$ cat src/hw/gpb_pkg.sv
// How it works
// - eight separate pullup enables for first port
// - pullup acts only on input pins
// - output direction forces pullup off at once
// - enable bit one connects pullup, zero disconnects
// - keyboard pins pick pullup or pulldown by polarity
// - second port eight latched pins, all analog capable
// - reset keeps second port data latches
// - analog channel select overrides second port pin
// - second port direction one drives, zero inputs
// - reset makes all second port pins inputs
// - second port read: latch if output, pin otherwise
// - data latches always writable, whatever the direction
// - write to input pin leaves pin reading alone
// - third port seven pins, top bit unimplemented
// - third port low pins serve can when enabled
// - reset keeps third port data latches
// - third port direction one drives, reset clears all
// - third port read: latch if output, pin otherwise
// - reset makes all third port pins inputs
// - first port direction one drives, gates pullups
package gpb_pkg;

    // ****************************************************************
    // register map
    // ****************************************************************
    localparam int         ADDR_W              = 8;
    localparam logic [7:0] ADDR_SECOND_DATA    = 8'h01;
    localparam logic [7:0] ADDR_THIRD_DATA     = 8'h02;
    localparam logic [7:0] ADDR_FIRST_DIR      = 8'h04;
    localparam logic [7:0] ADDR_SECOND_DIR     = 8'h05;
    localparam logic [7:0] ADDR_THIRD_DIR      = 8'h06;
    localparam logic [7:0] ADDR_FIRST_PULLUP   = 8'h0D;

    // ****************************************************************
    // field layout and reset values
    // ****************************************************************
    localparam int         THIRD_W             = 7;
    localparam int         CAN_RX_BIT          = 1;
    localparam int         CAN_TX_BIT          = 0;
    localparam logic       THIRD_TOP_READ      = 1'b1;
    localparam logic [7:0] DIR_RESET           = 8'h00;
    localparam logic [7:0] PULLUP_RESET        = 8'h00;
    localparam logic [7:0] UNMAPPED_READ       = 8'h00;

    // ****************************************************************
    // analog channel numbering of the second port
    // ****************************************************************
    localparam int         ADC_CH_W            = 5;
    localparam logic [4:0] ADC_SECOND_FIRST_CH = 5'h00;
    localparam logic [4:0] ADC_SECOND_LAST_CH  = 5'h07;

    // ****************************************************************
    // synchroniser depth
    // ****************************************************************
    localparam int         SYNC_STAGES         = 2;

endpackage

$ cat src/hw/gpb_sync.sv
// ****************************************************************
// two-stage level synchroniser for pin inputs
// ****************************************************************
module gpb_sync
    import gpb_pkg::*;
#(
    parameter int WIDTH = 15
) (
    input  wire logic             sys_clk, // bus clock
    input  wire logic             rst_n,   // sync reset, active low
    input  wire logic [WIDTH-1:0] level_in, // raw pin levels
    output logic      [WIDTH-1:0] level_out // synchronised levels
);

    typedef struct packed {
        logic [WIDTH-1:0] stage1;
        logic [WIDTH-1:0] stage2;
    } gpb_sync_state_type;

    gpb_sync_state_type state_reg;
    gpb_sync_state_type state_next;

    // first stage feeds only the second stage
    always_comb begin
        state_next        = state_reg;
        state_next.stage1 = level_in;
        state_next.stage2 = state_reg.stage1;
        if (!rst_n) begin
            state_next = '0;
        end
    end

    // state register
    always_ff @(posedge sys_clk) begin
        state_reg <= state_next;
    end

    assign level_out = state_reg.stage2;

endmodule

$ cat src/hw/gpb_ports.sv
// ****************************************************************
// gpio ports: first port pullups, second and third port logic
// ****************************************************************
//
// Design decision made here: the address-and-strobe port.
module gpb_ports
    import gpb_pkg::*;
(
    input  wire logic              sys_clk,        // bus clock, 40 MHz
    input  wire logic              rst_n,          // sync reset
    input  wire logic [ADDR_W-1:0] addr,           // register address
    input  wire logic [7:0]        wr_data,        // write data
    input  wire logic              wr_en,          // write strobe
    input  wire logic              rd_en,          // read strobe
    output logic      [7:0]        rd_data,        // read data, next cycle
    input  wire logic [7:0]        kbd_pin_enable, // keyboard pins in use
    input  wire logic [7:0]        keyboard_polarity_select, // 1 = rising
    input  wire logic              adc_enable,     // converter active
    input  wire logic [ADC_CH_W-1:0] adc_channel,  // channel select
    output logic      [7:0]        analog_input_pins, // analog switches
    output logic      [7:0]        first_port_direction, // to pad logic
    output logic      [7:0]        first_port_pullup_on,   // pullups
    output logic      [7:0]        first_port_pulldown_on, // pulldowns
    input  wire logic [7:0]        second_pin_in,  // second port pins
    output logic      [7:0]        second_pin_out, // pin drive value
    output logic      [7:0]        second_pin_oe,  // pin drive enable
    input  wire logic [THIRD_W-1:0] third_pin_in,  // third port pins
    output logic      [THIRD_W-1:0] third_pin_out, // pin drive value
    output logic      [THIRD_W-1:0] third_pin_oe,  // pin drive enable
    input  wire logic              can_pin_enable,   // can owns low pins
    input  wire logic              can_transmit_pin, // can tx level
    output logic                   can_receive_pin   // can rx level
);

    // ****************************************************************
    // state
    // ****************************************************************
    typedef struct packed {
        logic [7:0]         first_dir;
        logic [7:0]         first_pue;
        logic [7:0]         second_data;
        logic [7:0]         second_dir;
        logic [THIRD_W-1:0] third_data;
        logic [THIRD_W-1:0] third_dir;
        logic [7:0]         rd_data;
        logic [7:0]         analog_sel;
        logic [7:0]         pullup_on;
        logic [7:0]         pulldown_on;
        logic [7:0]         second_out;
        logic [7:0]         second_oe;
        logic [THIRD_W-1:0] third_out;
        logic [THIRD_W-1:0] third_oe;
        logic               can_rx;
    } gpb_ports_state_type;

    gpb_ports_state_type state_reg;
    gpb_ports_state_type state_next;

    // synchronised pin levels
    logic [7:0]         second_level;
    logic [THIRD_W-1:0] third_level;

    // ****************************************************************
    // helpers
    // ****************************************************************

    // per pin: latch when driven, pin level when input
    function automatic logic [7:0] pin_view(
        input logic [7:0] latch,
        input logic [7:0] level,
        input logic [7:0] dir
    );
        pin_view = (latch & dir) | (level & ~dir);
    endfunction

    // one-hot select of a second port pin from the channel number
    function automatic logic [7:0] analog_decode(
        input logic                en,
        input logic [ADC_CH_W-1:0] ch
    );
        logic [ADC_CH_W-1:0] rel;
        analog_decode = 8'h00;
        rel           = ch - ADC_SECOND_FIRST_CH;
        if (en && ch >= ADC_SECOND_FIRST_CH
               && ch <= ADC_SECOND_LAST_CH) begin
            analog_decode[rel[2:0]] = 1'b1;
        end
    endfunction

    // ****************************************************************
    // input synchroniser
    // ****************************************************************

    gpb_sync #(
        .WIDTH (8 + THIRD_W)
    ) u_sync (
        .sys_clk   (sys_clk),
        .rst_n     (rst_n),
        .level_in  ({third_pin_in, second_pin_in}),
        .level_out ({third_level, second_level})
    );

    // ****************************************************************
    // next state
    // ****************************************************************
    always_comb begin
        logic [7:0]         analog_now;
        logic [7:0]         third_view;
        logic [7:0]         third_full;
        logic [7:0]         resistor_on;
        logic [THIRD_W-1:0] can_mask;

        state_next  = state_reg;
        analog_now  = analog_decode(adc_enable, adc_channel);
        third_view  = 8'h00;
        third_full  = 8'h00;
        resistor_on = 8'h00;
        can_mask    = '0;

        // ------------------------------------------------------------
        // register writes
        // ------------------------------------------------------------
        if (wr_en) begin
            unique case (addr)
                ADDR_FIRST_DIR: begin
                    state_next.first_dir = wr_data;
                end
                ADDR_FIRST_PULLUP: begin
                    state_next.first_pue = wr_data;
                end
                ADDR_SECOND_DATA: begin
                    state_next.second_data = wr_data;
                end
                ADDR_SECOND_DIR: begin
                    state_next.second_dir = wr_data;
                end
                // third latch written whatever the direction
                ADDR_THIRD_DATA: begin
                    state_next.third_data = wr_data[THIRD_W-1:0];
                end
                ADDR_THIRD_DIR: begin
                    state_next.third_dir = wr_data[THIRD_W-1:0];
                end
                default: begin
                end
            endcase
        end

        // ------------------------------------------------------------
        // register reads, data valid one cycle after the strobe
        // ------------------------------------------------------------
        third_full = pin_view({1'b0, state_reg.third_data},
                              {1'b0, third_level},
                              {1'b0, state_reg.third_dir});
        third_view[THIRD_W-1:0] = third_full[THIRD_W-1:0];
        // unimplemented top bit reads as one
        third_view[7] = THIRD_TOP_READ;

        state_next.rd_data = 8'h00;
        if (rd_en) begin
            unique case (addr)
                ADDR_FIRST_DIR: begin
                    state_next.rd_data = state_reg.first_dir;
                end
                ADDR_FIRST_PULLUP: begin
                    state_next.rd_data = state_reg.first_pue;
                end
                // latch for outputs, pin for inputs
                ADDR_SECOND_DATA: begin
                    state_next.rd_data = pin_view(state_reg.second_data,
                                                  second_level,
                                                  state_reg.second_dir);
                end
                ADDR_SECOND_DIR: begin
                    state_next.rd_data = state_reg.second_dir;
                end
                // latch for outputs, pin for inputs
                ADDR_THIRD_DATA: begin
                    state_next.rd_data = third_view;
                end
                ADDR_THIRD_DIR: begin
                    state_next.rd_data = {1'b0, state_reg.third_dir};
                end
                default: begin
                    state_next.rd_data = UNMAPPED_READ;
                end
            endcase
        end

        // ------------------------------------------------------------
        // first port pull resistors, one per pin
        // ------------------------------------------------------------
        for (int i = 0; i < 8; i++) begin
            resistor_on[i] = state_next.first_pue[i]
                           & ~state_next.first_dir[i];
            if (kbd_pin_enable[i] && keyboard_polarity_select[i]) begin
                state_next.pullup_on[i]   = 1'b0;
                state_next.pulldown_on[i] = resistor_on[i];
            end else begin
                state_next.pullup_on[i]   = resistor_on[i];
                state_next.pulldown_on[i] = 1'b0;
            end
        end

        // ------------------------------------------------------------
        // second port pins
        // ------------------------------------------------------------
        // analog select removes the digital driver
        state_next.analog_sel = analog_now;
        // buffer on where direction is one
        state_next.second_oe  = state_next.second_dir & ~analog_now;
        state_next.second_out = state_next.second_data
                              & state_next.second_dir
                              & ~analog_now;

        // ------------------------------------------------------------
        // third port pins
        // ------------------------------------------------------------
        // can controller owns the two low pins
        if (can_pin_enable) begin
            can_mask[CAN_RX_BIT] = 1'b1;
            can_mask[CAN_TX_BIT] = 1'b1;
        end
        state_next.third_oe  = state_next.third_dir & ~can_mask;
        state_next.third_out = state_next.third_data
                             & state_next.third_dir
                             & ~can_mask;
        if (can_pin_enable) begin
            state_next.third_oe[CAN_TX_BIT]  = 1'b1;
            state_next.third_out[CAN_TX_BIT] = can_transmit_pin;
        end
        state_next.can_rx = can_pin_enable
                          ? third_level[CAN_RX_BIT]
                          : 1'b1;

        // ------------------------------------------------------------
        // synchronous reset
        // ------------------------------------------------------------
        if (!rst_n) begin
            state_next.second_data = state_reg.second_data;
            state_next.third_data  = state_reg.third_data;
            state_next.second_dir  = DIR_RESET;
            state_next.third_dir   = DIR_RESET[THIRD_W-1:0];
            state_next.first_dir   = DIR_RESET;
            state_next.first_pue   = PULLUP_RESET;
            state_next.rd_data     = 8'h00;
            state_next.analog_sel  = 8'h00;
            state_next.pullup_on   = 8'h00;
            state_next.pulldown_on = 8'h00;
            state_next.second_out  = 8'h00;
            state_next.second_oe   = 8'h00;
            state_next.third_out   = '0;
            state_next.third_oe    = '0;
            state_next.can_rx      = 1'b1;
        end
    end

    // ****************************************************************
    // state register
    // ****************************************************************
    always_ff @(posedge sys_clk) begin
        state_reg <= state_next;
    end

    // ****************************************************************
    // outputs, all straight from the state register
    // ****************************************************************
    assign rd_data                = state_reg.rd_data;
    assign analog_input_pins      = state_reg.analog_sel;
    assign first_port_direction   = state_reg.first_dir;
    assign first_port_pullup_on   = state_reg.pullup_on;
    assign first_port_pulldown_on = state_reg.pulldown_on;
    assign second_pin_out         = state_reg.second_out;
    assign second_pin_oe          = state_reg.second_oe;
    assign third_pin_out          = state_reg.third_out;
    assign third_pin_oe           = state_reg.third_oe;
    assign can_receive_pin        = state_reg.can_rx;

endmodule

$ cat config.mk
export PLATFORM = sky130hd
export DESIGN_NAME = gpb_ports
export DESIGN_NICKNAME = d
export VERILOG_FILES = /design/src/hw/gpb_pkg.sv /design/src/hw/gpb_sync.sv /design/src/hw/gpb_ports.sv
export SDC_FILE = /design/constraint.sdc
export NUM_CORES = 1
export LEC_CHECK = 0
export ABC_AREA = 0
export BUFFER_PORTS_ARGS = -buffer_cell sky130_fd_sc_hd__buf_4
export CAP_MARGIN = 30
export CELL_PAD_IN_SITES_DETAIL_PLACEMENT = 1
export CELL_PAD_IN_SITES_GLOBAL_PLACEMENT = 2
export CORE_MARGIN = 5
export CORE_UTILIZATION = 37
export CTS_BUF_LIST = sky130_fd_sc_hd__clkbuf_8
export CTS_CLUSTER_DIAMETER = 50
export DETAILED_ROUTE_END_ITERATION = 7
export GPL_ROUTABILITY_DRIVEN = 0
export PLACE_DENSITY = 0.95
export SLEW_MARGIN = 0
export SYNTH_ARGS = -nofsm -noshare
export SYNTH_HDL_FRONTEND = slang
export SYNTH_SLANG_ARGS = --single-unit
$ cat constraint.sdc
create_clock -name sys_clk -period 2.72 [get_ports sys_clk]
set_input_delay 0.136 -clock sys_clk [delete_from_list [all_inputs] [get_ports sys_clk]]
set_output_delay 0.136 -clock sys_clk [all_outputs]
set_load 0.03 [all_outputs]
* Word-level counts from Yosys, hierarchy flattened *
Cells that the tools add are included.

storage, ports and cells
  register bits = 139
  output and inout port bits = 71

operators by class
  order comparisons = 4
  equality and inequality tests = 6
  muxes and demuxes = 14
  bitwise operators = 33
  reduce and logical (&&, ||, !) cells = 29

operators with widths
  operator              number
  $pmux W8 S6           1
  $mux W46              1
  $and A8 B8 Y8         5
  $mux W8               5
  $and A7 B7 Y7         5
  $eq A8 B3 Y1 const B  3
  $reduce_and A2 Y1     10
  $not A8 Y8            2
  $reduce_or A2 Y1      8
  $mux W7               2
  $logic_and A1 B1 Y1   11
  $not A1 Y1            9
  $and A1 B1 Y1         8
  $eq A8 B1 Y1 const B  1
  $eq A8 B2 Y1 const B  1
  $eq A8 B4 Y1 const B  1
  $or A8 B8 Y8          1
  $not A2 Y7            1
  $not A7 Y7            1
  $or A7 B7 Y7          1
  $ge A5 B1 Y1 const B  1
  $le A5 B3 Y1 const B  1
  $lt A3 B4 Y1 const B  1
  $demux W1 S3          1
  other kinds (3)       5

* Longest topological paths before layout *
Gate-level depths: netlist of the first run.

  depth after elaboration = 7
  depth in mapped cells = 6
  gate-level depth less buffers = 4

* Cells and area by module *
From an unflattened synthesis of the first run, not the netlist that was laid out.

second synthesis, totals
  cell total of the unflattened synthesis = 550
  area total of the unflattened synthesis = 5656.7 um2

modules (own cells, without submodules)
  module     times used  cells an instance  area each (um2)  seq. area each (um2)
  gpb_ports  1           472                4732.0           2232.1
  gpb_sync   1           78                 924.6            600.6

* Worst setup path before layout of the first run *
OpenSTA, ideal clock, no wires.

  path kind = input -> register
  from = input port addr[5]
  to = register state_reg (netlist bit second_pin_out[5])
  library setup time = 0.117 ns
  arrival = 1.718 ns
  data required time = 2.603 ns
  slack = 0.885 ns
  stages = 5
  buffers on the path = 1
  cell sequence = or4_1 > buf_4 > nor3_4 > mux2i_1 > and4b_1

on the way
  longest elaborated chain between the ends = 5
  elaborated cells on any way between the ends = 7
  those cells by class = eq/ne: 2; mux: 3; bitwise: 2

RTL lines
  element                                       line              text
  start, declared                               gpb_ports.sv:11   input wire logic [ADDR_W-1:0] addr,
  $eq A8 B1 Y1 or $eq A8 B3 Y1 (tied branches)  gpb_ports.sv:124  unique case (addr)
  $mux W8                                       gpb_ports.sv:124
  $mux W46 *                                    gpb_ports.sv:123  if (wr_en) begin
  $and A8 B8 Y8 *                               gpb_ports.sv:213  & state_next.second_dir
  $and A8 B8 Y8 *                               gpb_ports.sv:214  & ~analog_now;
  end signal, assigned                          gpb_ports.sv:262  state_reg <= state_next;
  end, declared                                 gpb_ports.sv:56   gpb_ports_state_type state_reg;

Every way passes the cells marked *; elsewhere a longest branch is shown, timed or not.
A chain may end at the register's enable or synchronous reset.

* Worst setup path after layout of the first run *
  from = input port addr[5]
  to = register state_reg (netlist bit first_port_pulldown_on[4])

on the way
  longest elaborated chain between the ends = 5
  elaborated cells on any way between the ends = 7
  those cells by class = eq/ne: 2; mux: 3; bitwise: 2

RTL lines
  element          line              text
  $eq A8 B3 Y1     gpb_ports.sv:124
  $mux W8          gpb_ports.sv:124
  $mux W46 *       gpb_ports.sv:123
  $not A1 Y1       gpb_ports.sv:195  & ~state_next.first_dir[i];
  $and A1 B1 Y1 *  gpb_ports.sv:195

Marked as above.

==> results.md, run 1 <==
* Status: completed
* Syn_area_per_cell at 10.18 um^2
* Post-synth EDFFs at 15
* Leakage at 0.002901 uW
* Initial Util at 37.89%
* Share of layout cells above drive strength 1 at 30.71%
* Number of max-cap violations at 0
* Ys async rst share at 0%
* Fin. max-slew vios at 0
* DR iter-0 viols at 191
* Area Overhead vs Synth at 25.98%
* # port buffers at 129
* Final setup fails at 0
* Initial antenna violation count at 0
* Arrival @ worst endpoint at 2290 ps
* Post-Syn Instances at 543
* Avg WL per Cell at 17.73 um
* Startpoint types: primary input
* Fin util at 47.74%
* Critical path required time at 3060 ps
* CP max FO at 8
* H-Tree Depth at 4
* Final hold violations at 0
* Die Span Y at 132.2 um
* Core ar. at 0.01459 mm^2
* Final wirelength at 14.98 mm
* Post-CTS Setup Inserts at 0
* Setup WS pre-CTS at 338.7 ps
* FP Rows at 44
* Crit. End Element: register
* Worst-path clk slew at 70 ps
* WHS at 40.28 ps
* Vias in the first global route at 4,489
* Post-DRT Antenna Nets at 0
* Synth Flop Type: dfxtp_1
* Flop pwr share at 52.8%
* Unrepaired setup endpoints after global routing: no
* Clk pwr share at 40.3%
* Ant diodes at 0
* Clock Latency Late Sink at 440 ps
* Detailed-route vias per instance at 5.015
* GR Util met2 at 30.91%
* # DRC at 0
* Largest net degree at the start of global routing at 41
* Clock sinks at 134
* Peak supply drop at 0.0003137 V
* Routing usage on met1 at 18.62%
* Sw Pwr at 882.0 uW
* Met3 Resource Use GR at 5.763%
* Synth cell types at 47
* Slew Limit Headroom at 53.65%
* CTS max path bufs at 2
* Most frequent cells in the layout: buf_4, dfxtp_1, nand2_1, dlygate4sd3_1, and2_1
* Resize count post-CTS at 0
* Final period util at 71.90%
* CTS root buf: clkbuf_8
* Minimum clock period at 1956 ps
* Via count at 4,238
* CTS tree: yes
* Combinational share of power at 6.9%
* Kind of critical path: primary input to register
* Max reg flops at 38
* Hold crit path type: primary input to register
* Sequential area share after synthesis at 51.24%
* Layout net count at 707
* FMAX at 0.5113 GHz
* First-pass GRT wire length at 23.38 mm
* Skew final at 11.63 ps
* Cts hold-fix bufs at 38
* Global Route Usage Sum at 16.95%
* Mapped Nets at 602
* Most used routing layer: met2
* Yosys reg bits at 134
* Worst Setup Slack, final at 764.3 ps
* Power per cell area at 557.6 mW/mm^2
* Synth warnings at 0
* Global route overflow at 0
* Sw frac at 22.72%
* Most common cell after layout, fill and taps aside: buf_4
* Power Internal at 3001 uW
* Setup_tns at 0 ps
* Count of boundary I/O pins at 130
* Dpl hpwl at 11.10 mm
* Post-Syn Area at 0.005528 mm^2
* Drt first pass iters at 4
* Die ar. at 0.01748 mm^2
* Worst-margin pin slew at 690.1 ps
* Die X at 132.2 um
* Num CTS Buffers at 17
cells in the mapped netlist, drive strengths merged (2+ instances only):
cell type  number  share of area (%)
dfxtp         119                 43
buf            74                9.9
nand2          44                3.0
and2           36                4.1
nor2           29                2.0
mux2           26                5.3
o21ai          19                1.7
nor3b          18                2.4
clkbuf         17                1.2
mux2i          17                3.1
nor2b          16                1.8
edfxtp         15                8.1
a31oi          12                1.4
nand3          12                1.1
inv            11               0.75
nand2b         10                1.1
nor3            8                1.2
a22o            6               0.95
a21boi          5               0.68
a221o           5               0.91
o221ai          5               0.79
a21oi           4               0.36
nand3b          4               0.54
and3            3               0.34
and3b           3               0.48
and4b           3               0.54
nand4           3               0.34
nor4            3               0.57
nand4b          2               0.32
o211ai          2               0.27
or3b            2               0.32
through the flow:
step	power (uW)	instances	instance area, um^2
6_report	3883	845	6964
4_1_cts	3934	845	6964
5_1_grt	4040	845	6964
3_5_place_dp	2322	775	6201
3_3_place_gp	2311	775	6201
2_1_floorplan	2196	543	5528
worst max-delay path: stages:
cell and delay, ps:
buf_4 120, or4_1 760, nor3_4 610, mux2_2 430, nor3_1 230
worst paths after layout:
check,startpoint,end,slack [ps],cells after the start
setup / recovery,addr[5],first_port_pulldown_on[4]$_SDFF_PN0_,760,5
hold / removal,adc_channel[0],analog_input_pins[7]$_SDFF_PN0_,40,3
setup reg to reg,state_reg[71]$_DFFE_PP_,rd_data[1]$_SDFF_PN0_,1350,4
hold reg to reg,u_sync.state_reg[22]$_SDFF_PN0_,u_sync.level_out[7]$_SDFF_PN0_,430,1
power groups by stage:
stage	Clock (uW)	Sequential, uW	Combinational [uW]
final	1560	2050	268
after detailed placement	0	2100	226
after global routing	1700	2050	291
after floorplan	0	2090	106
after global placement	0	2090	217
after CTS	1610	2050	269
metal layers:
metal | routed length, um | vias up
met5 | 0 | -
met4 | 267 | 0
met3 | 982 | 18
met1 | 5928 | 2080
li1 | - | 2012
met2 | 7801 | 128
layout make-up:
class | instances | area [um^2]
Clock buffer | 18 | 247.7
Clock inverter | 14 | 135.1
Fill cell | 1623 | 7625
Inverter | 11 | 41.29
Multi-Input combinational cell | 307 | 2053
Sequential cell | 134 | 2833
Tap cell | 184 | 230.2
Timing Repair Buffer | 177 | 1424
cell families after synthesis:
| family | share of synthesized area (%) |
|---|---|
| AND/OR/NAND/NOR | 20.71 |
| flip-flops | 51.24 |
| buffers and inverters | 11.77 |
| AO/OA/AOI/OAI | 7.900 |
| multiplexers | 8.375 |
(Power assumes the default switching activity.)
==> run 2: changes to the inputs <==
- CORE_UTILIZATION: 37 -> 34
- PLACE_DENSITY: 0.95 -> 0.9
- clock period: 2.72 -> 1.9 ns (I/O delays scaled with it)
==> run 2 against run 1 <==
Worst hold slack improved by 13 ps. Final area increased by 4.6%. Flip-flop and latch count unchanged. Count of clock-buffer cells in the layout is 2 higher. Final cell count up 6.6%. Non-clock buffer count grew 25. Sequential power rose by 43%. Sequential share of layout area is 1.8 points lower. Critical path type unchanged.
==> results.md, run 2 (synthesized netlist as in run 1, its figures left out) <==
* Share of layout cells above drive strength 1 at 31.97%
* CTS tree: yes
* Clock sinks at 134
* Arrival @ worst endpoint at 1980 ps
* H-Tree Depth at 4
* Final period util at 85.63%
* Startpoint types: primary input
* Critical path required time at 2250 ps
* Via count at 4,258
* DR iter-0 viols at 187
* First-pass GRT wire length at 24.56 mm
* # port buffers at 129
* Fin. max-slew vios at 0
* Minimum clock period at 1627 ps
* RR Startpoint: state_reg[76]$_DFFE_PP_
* Global Route Usage Sum at 17.24%
* FP Rows at 46
* CP max stage delay at 540 ps
* Die ar. at 0.01891 mm^2
* Crit. End Element: register
* Most common cell after layout, fill and taps aside: buf_4
* Die Span Y at 137.5 um
* CP max-delay cell: dlygate4sd3_1
* Min-delay src: rd_en
* Hold crit path type: primary input to register
* Dpl hpwl at 11.55 mm
* WP buf/inv at 3
* Worst-margin pin slew at 471.3 ps
* Critical-path cell list: dlygate4sd3_1 > buf_4 > nand3b_1 > nor3_4 > buf_12 > mux2_2 > nor3_1
* Core ar. at 0.01594 mm^2
* Post-route design area at 0.007286 mm^2
* Detailed-route vias per instance at 4.726
* Critical R2R Capture: rd_data[6]$_SDFF_PN0_
* FMAX at 0.6147 GHz
* Clock Latency Late Sink at 450 ps
* Final hold violations at 0
* Fin util at 45.70%
* Count of boundary I/O pins at 130
* CTS max path bufs at 2
* Register-to-Register Path Depth at 4
* Drt first pass iters at 4
* Kind of critical path: primary input to register
* Layout net count at 732
* Avg WL per Cell at 17.59 um
* Unrepaired setup endpoints after global routing: no
* Most frequent cells in the layout: buf_4, dfxtp_1, dlygate4sd3_1, nand2_1, and2_1
* Number of max-cap violations at 0
* Final wirelength at 15.85 mm
* Slew Limit Headroom at 68.46%
* # DRC at 0
* Num CTS Buffers at 17
* Status: completed
* Final setup fails at 0
* Initial Util at 34.67%
* CP top delay family: buffers and inverters
* Leakage at 0.003070 uW
* Largest net degree at the start of global routing at 43
* Ant diodes at 0
* CP max FO at 9
* Cell area after placement at 0.006394 mm^2
* CTS root buf: clkbuf_8
* Worst-path clk slew at 70 ps
* Vias in the first global route at 4,605
* Area Overhead vs Synth at 31.80%
* Die X at 137.5 um
* Worst reg2reg setup slack at 500 ps
* Power per cell area at 814.4 mW/mm^2
* Global route overflow at 0
* Skew final at 10.29 ps
* Max reg flops at 38
* Peak supply drop at 0.0004441 V
* Initial antenna violation count at 0
* Hold endpoint: rd_data[3]$_SDFF_PN0_
* Worst hold stages at 3
* Post-DRT Antenna Nets at 0
run 2: cell count changes in the layout (fill, tap and decap cells not counted), sizes merged:
cell and delta:
clkbuf +2, clkinv -3, clkinvlp -4, bufinv +2, dlygate4sd3 +8, inv +2, buf +17
run 2: how the worst max path moves through the flow:
stage	from	end	slack (ps)	cells past startpoint
after floorplan	addr[5]	second_pin_out[5]$_SDFF_PN0_	110	5
after global placement	addr[5]	first_port_pulldown_on[0]$_SDFF_PN0_	-30	6
after detailed placement	addr[5]	first_port_pulldown_on[2]$_SDFF_PN0_	-90	6
after CTS	addr[0]	first_port_pulldown_on[4]$_SDFF_PN0_	280	7
after global routing	addr[0]	first_port_pullup_on[1]$_SDFF_PP0_	200	7
final	addr[0]	first_port_pulldown_on[4]$_SDFF_PN0_	270	7
run 2: what timing repair did:
item / in CTS / in global routing
gates resized for setup: 0 / 0
hold buffers: 46 / 0
setup buffers: 0 / 0
endpoints found under the hold margin: 58 / 0
run 2: worst reg2reg max path: stages (launching register included):
cell	delay, ps
edfxtp_1	430
o21ai_0	210
o21ai_0	140
a22o_1	240
a221o_1	270
run 2: stage by stage:
step / setup TNS (ps) / total power (uW) / worst slack [ps] / hold WS, ps / instances
after floorplan: 0 / 3144 / 106.0 / 170.7 / 543
after global placement: -127.5 / 3324 / -34.72 / 303.6 / 824
after detailed placement: -1114 / 3337 / -89.10 / 308.7 / 824
after CTS: 0 / 5992 / 275.4 / 23.21 / 901
after global routing: 0 / 6157 / 202.5 / 42.17 / 901
final: 0 / 5934 / 273.1 / 53.32 / 901
run 2: report_power, final:
group	switching, uW	total, uW	internal (uW)
sequential	22.0	2940	2910
clock	1070	2580	1510
combinational	193	413	220
total	1290	5930	4640
run 2: final cells by class:
cell class,count,area (um^2)
Sequential cell,134,2833
Multi-Input combinational cell,307,2053
Timing Repair Buffer,202,1657
Clock buffer,20,275.3
Clock inverter,11,156.4
Tap cell,216,270.3
Fill cell,1798,8657
Inverter,11,41.29
run 2: routing by layer:
metal | vias up | global-route usage, % | wire length (um)
met5 | - | 0 | 0
met3 | 20 | 5.004 | 920
met1 | 2070 | 19.80 | 6558
li1 | 2053 | - | -
met2 | 115 | 30.48 | 8087
met4 | 0 | 5.987 | 281
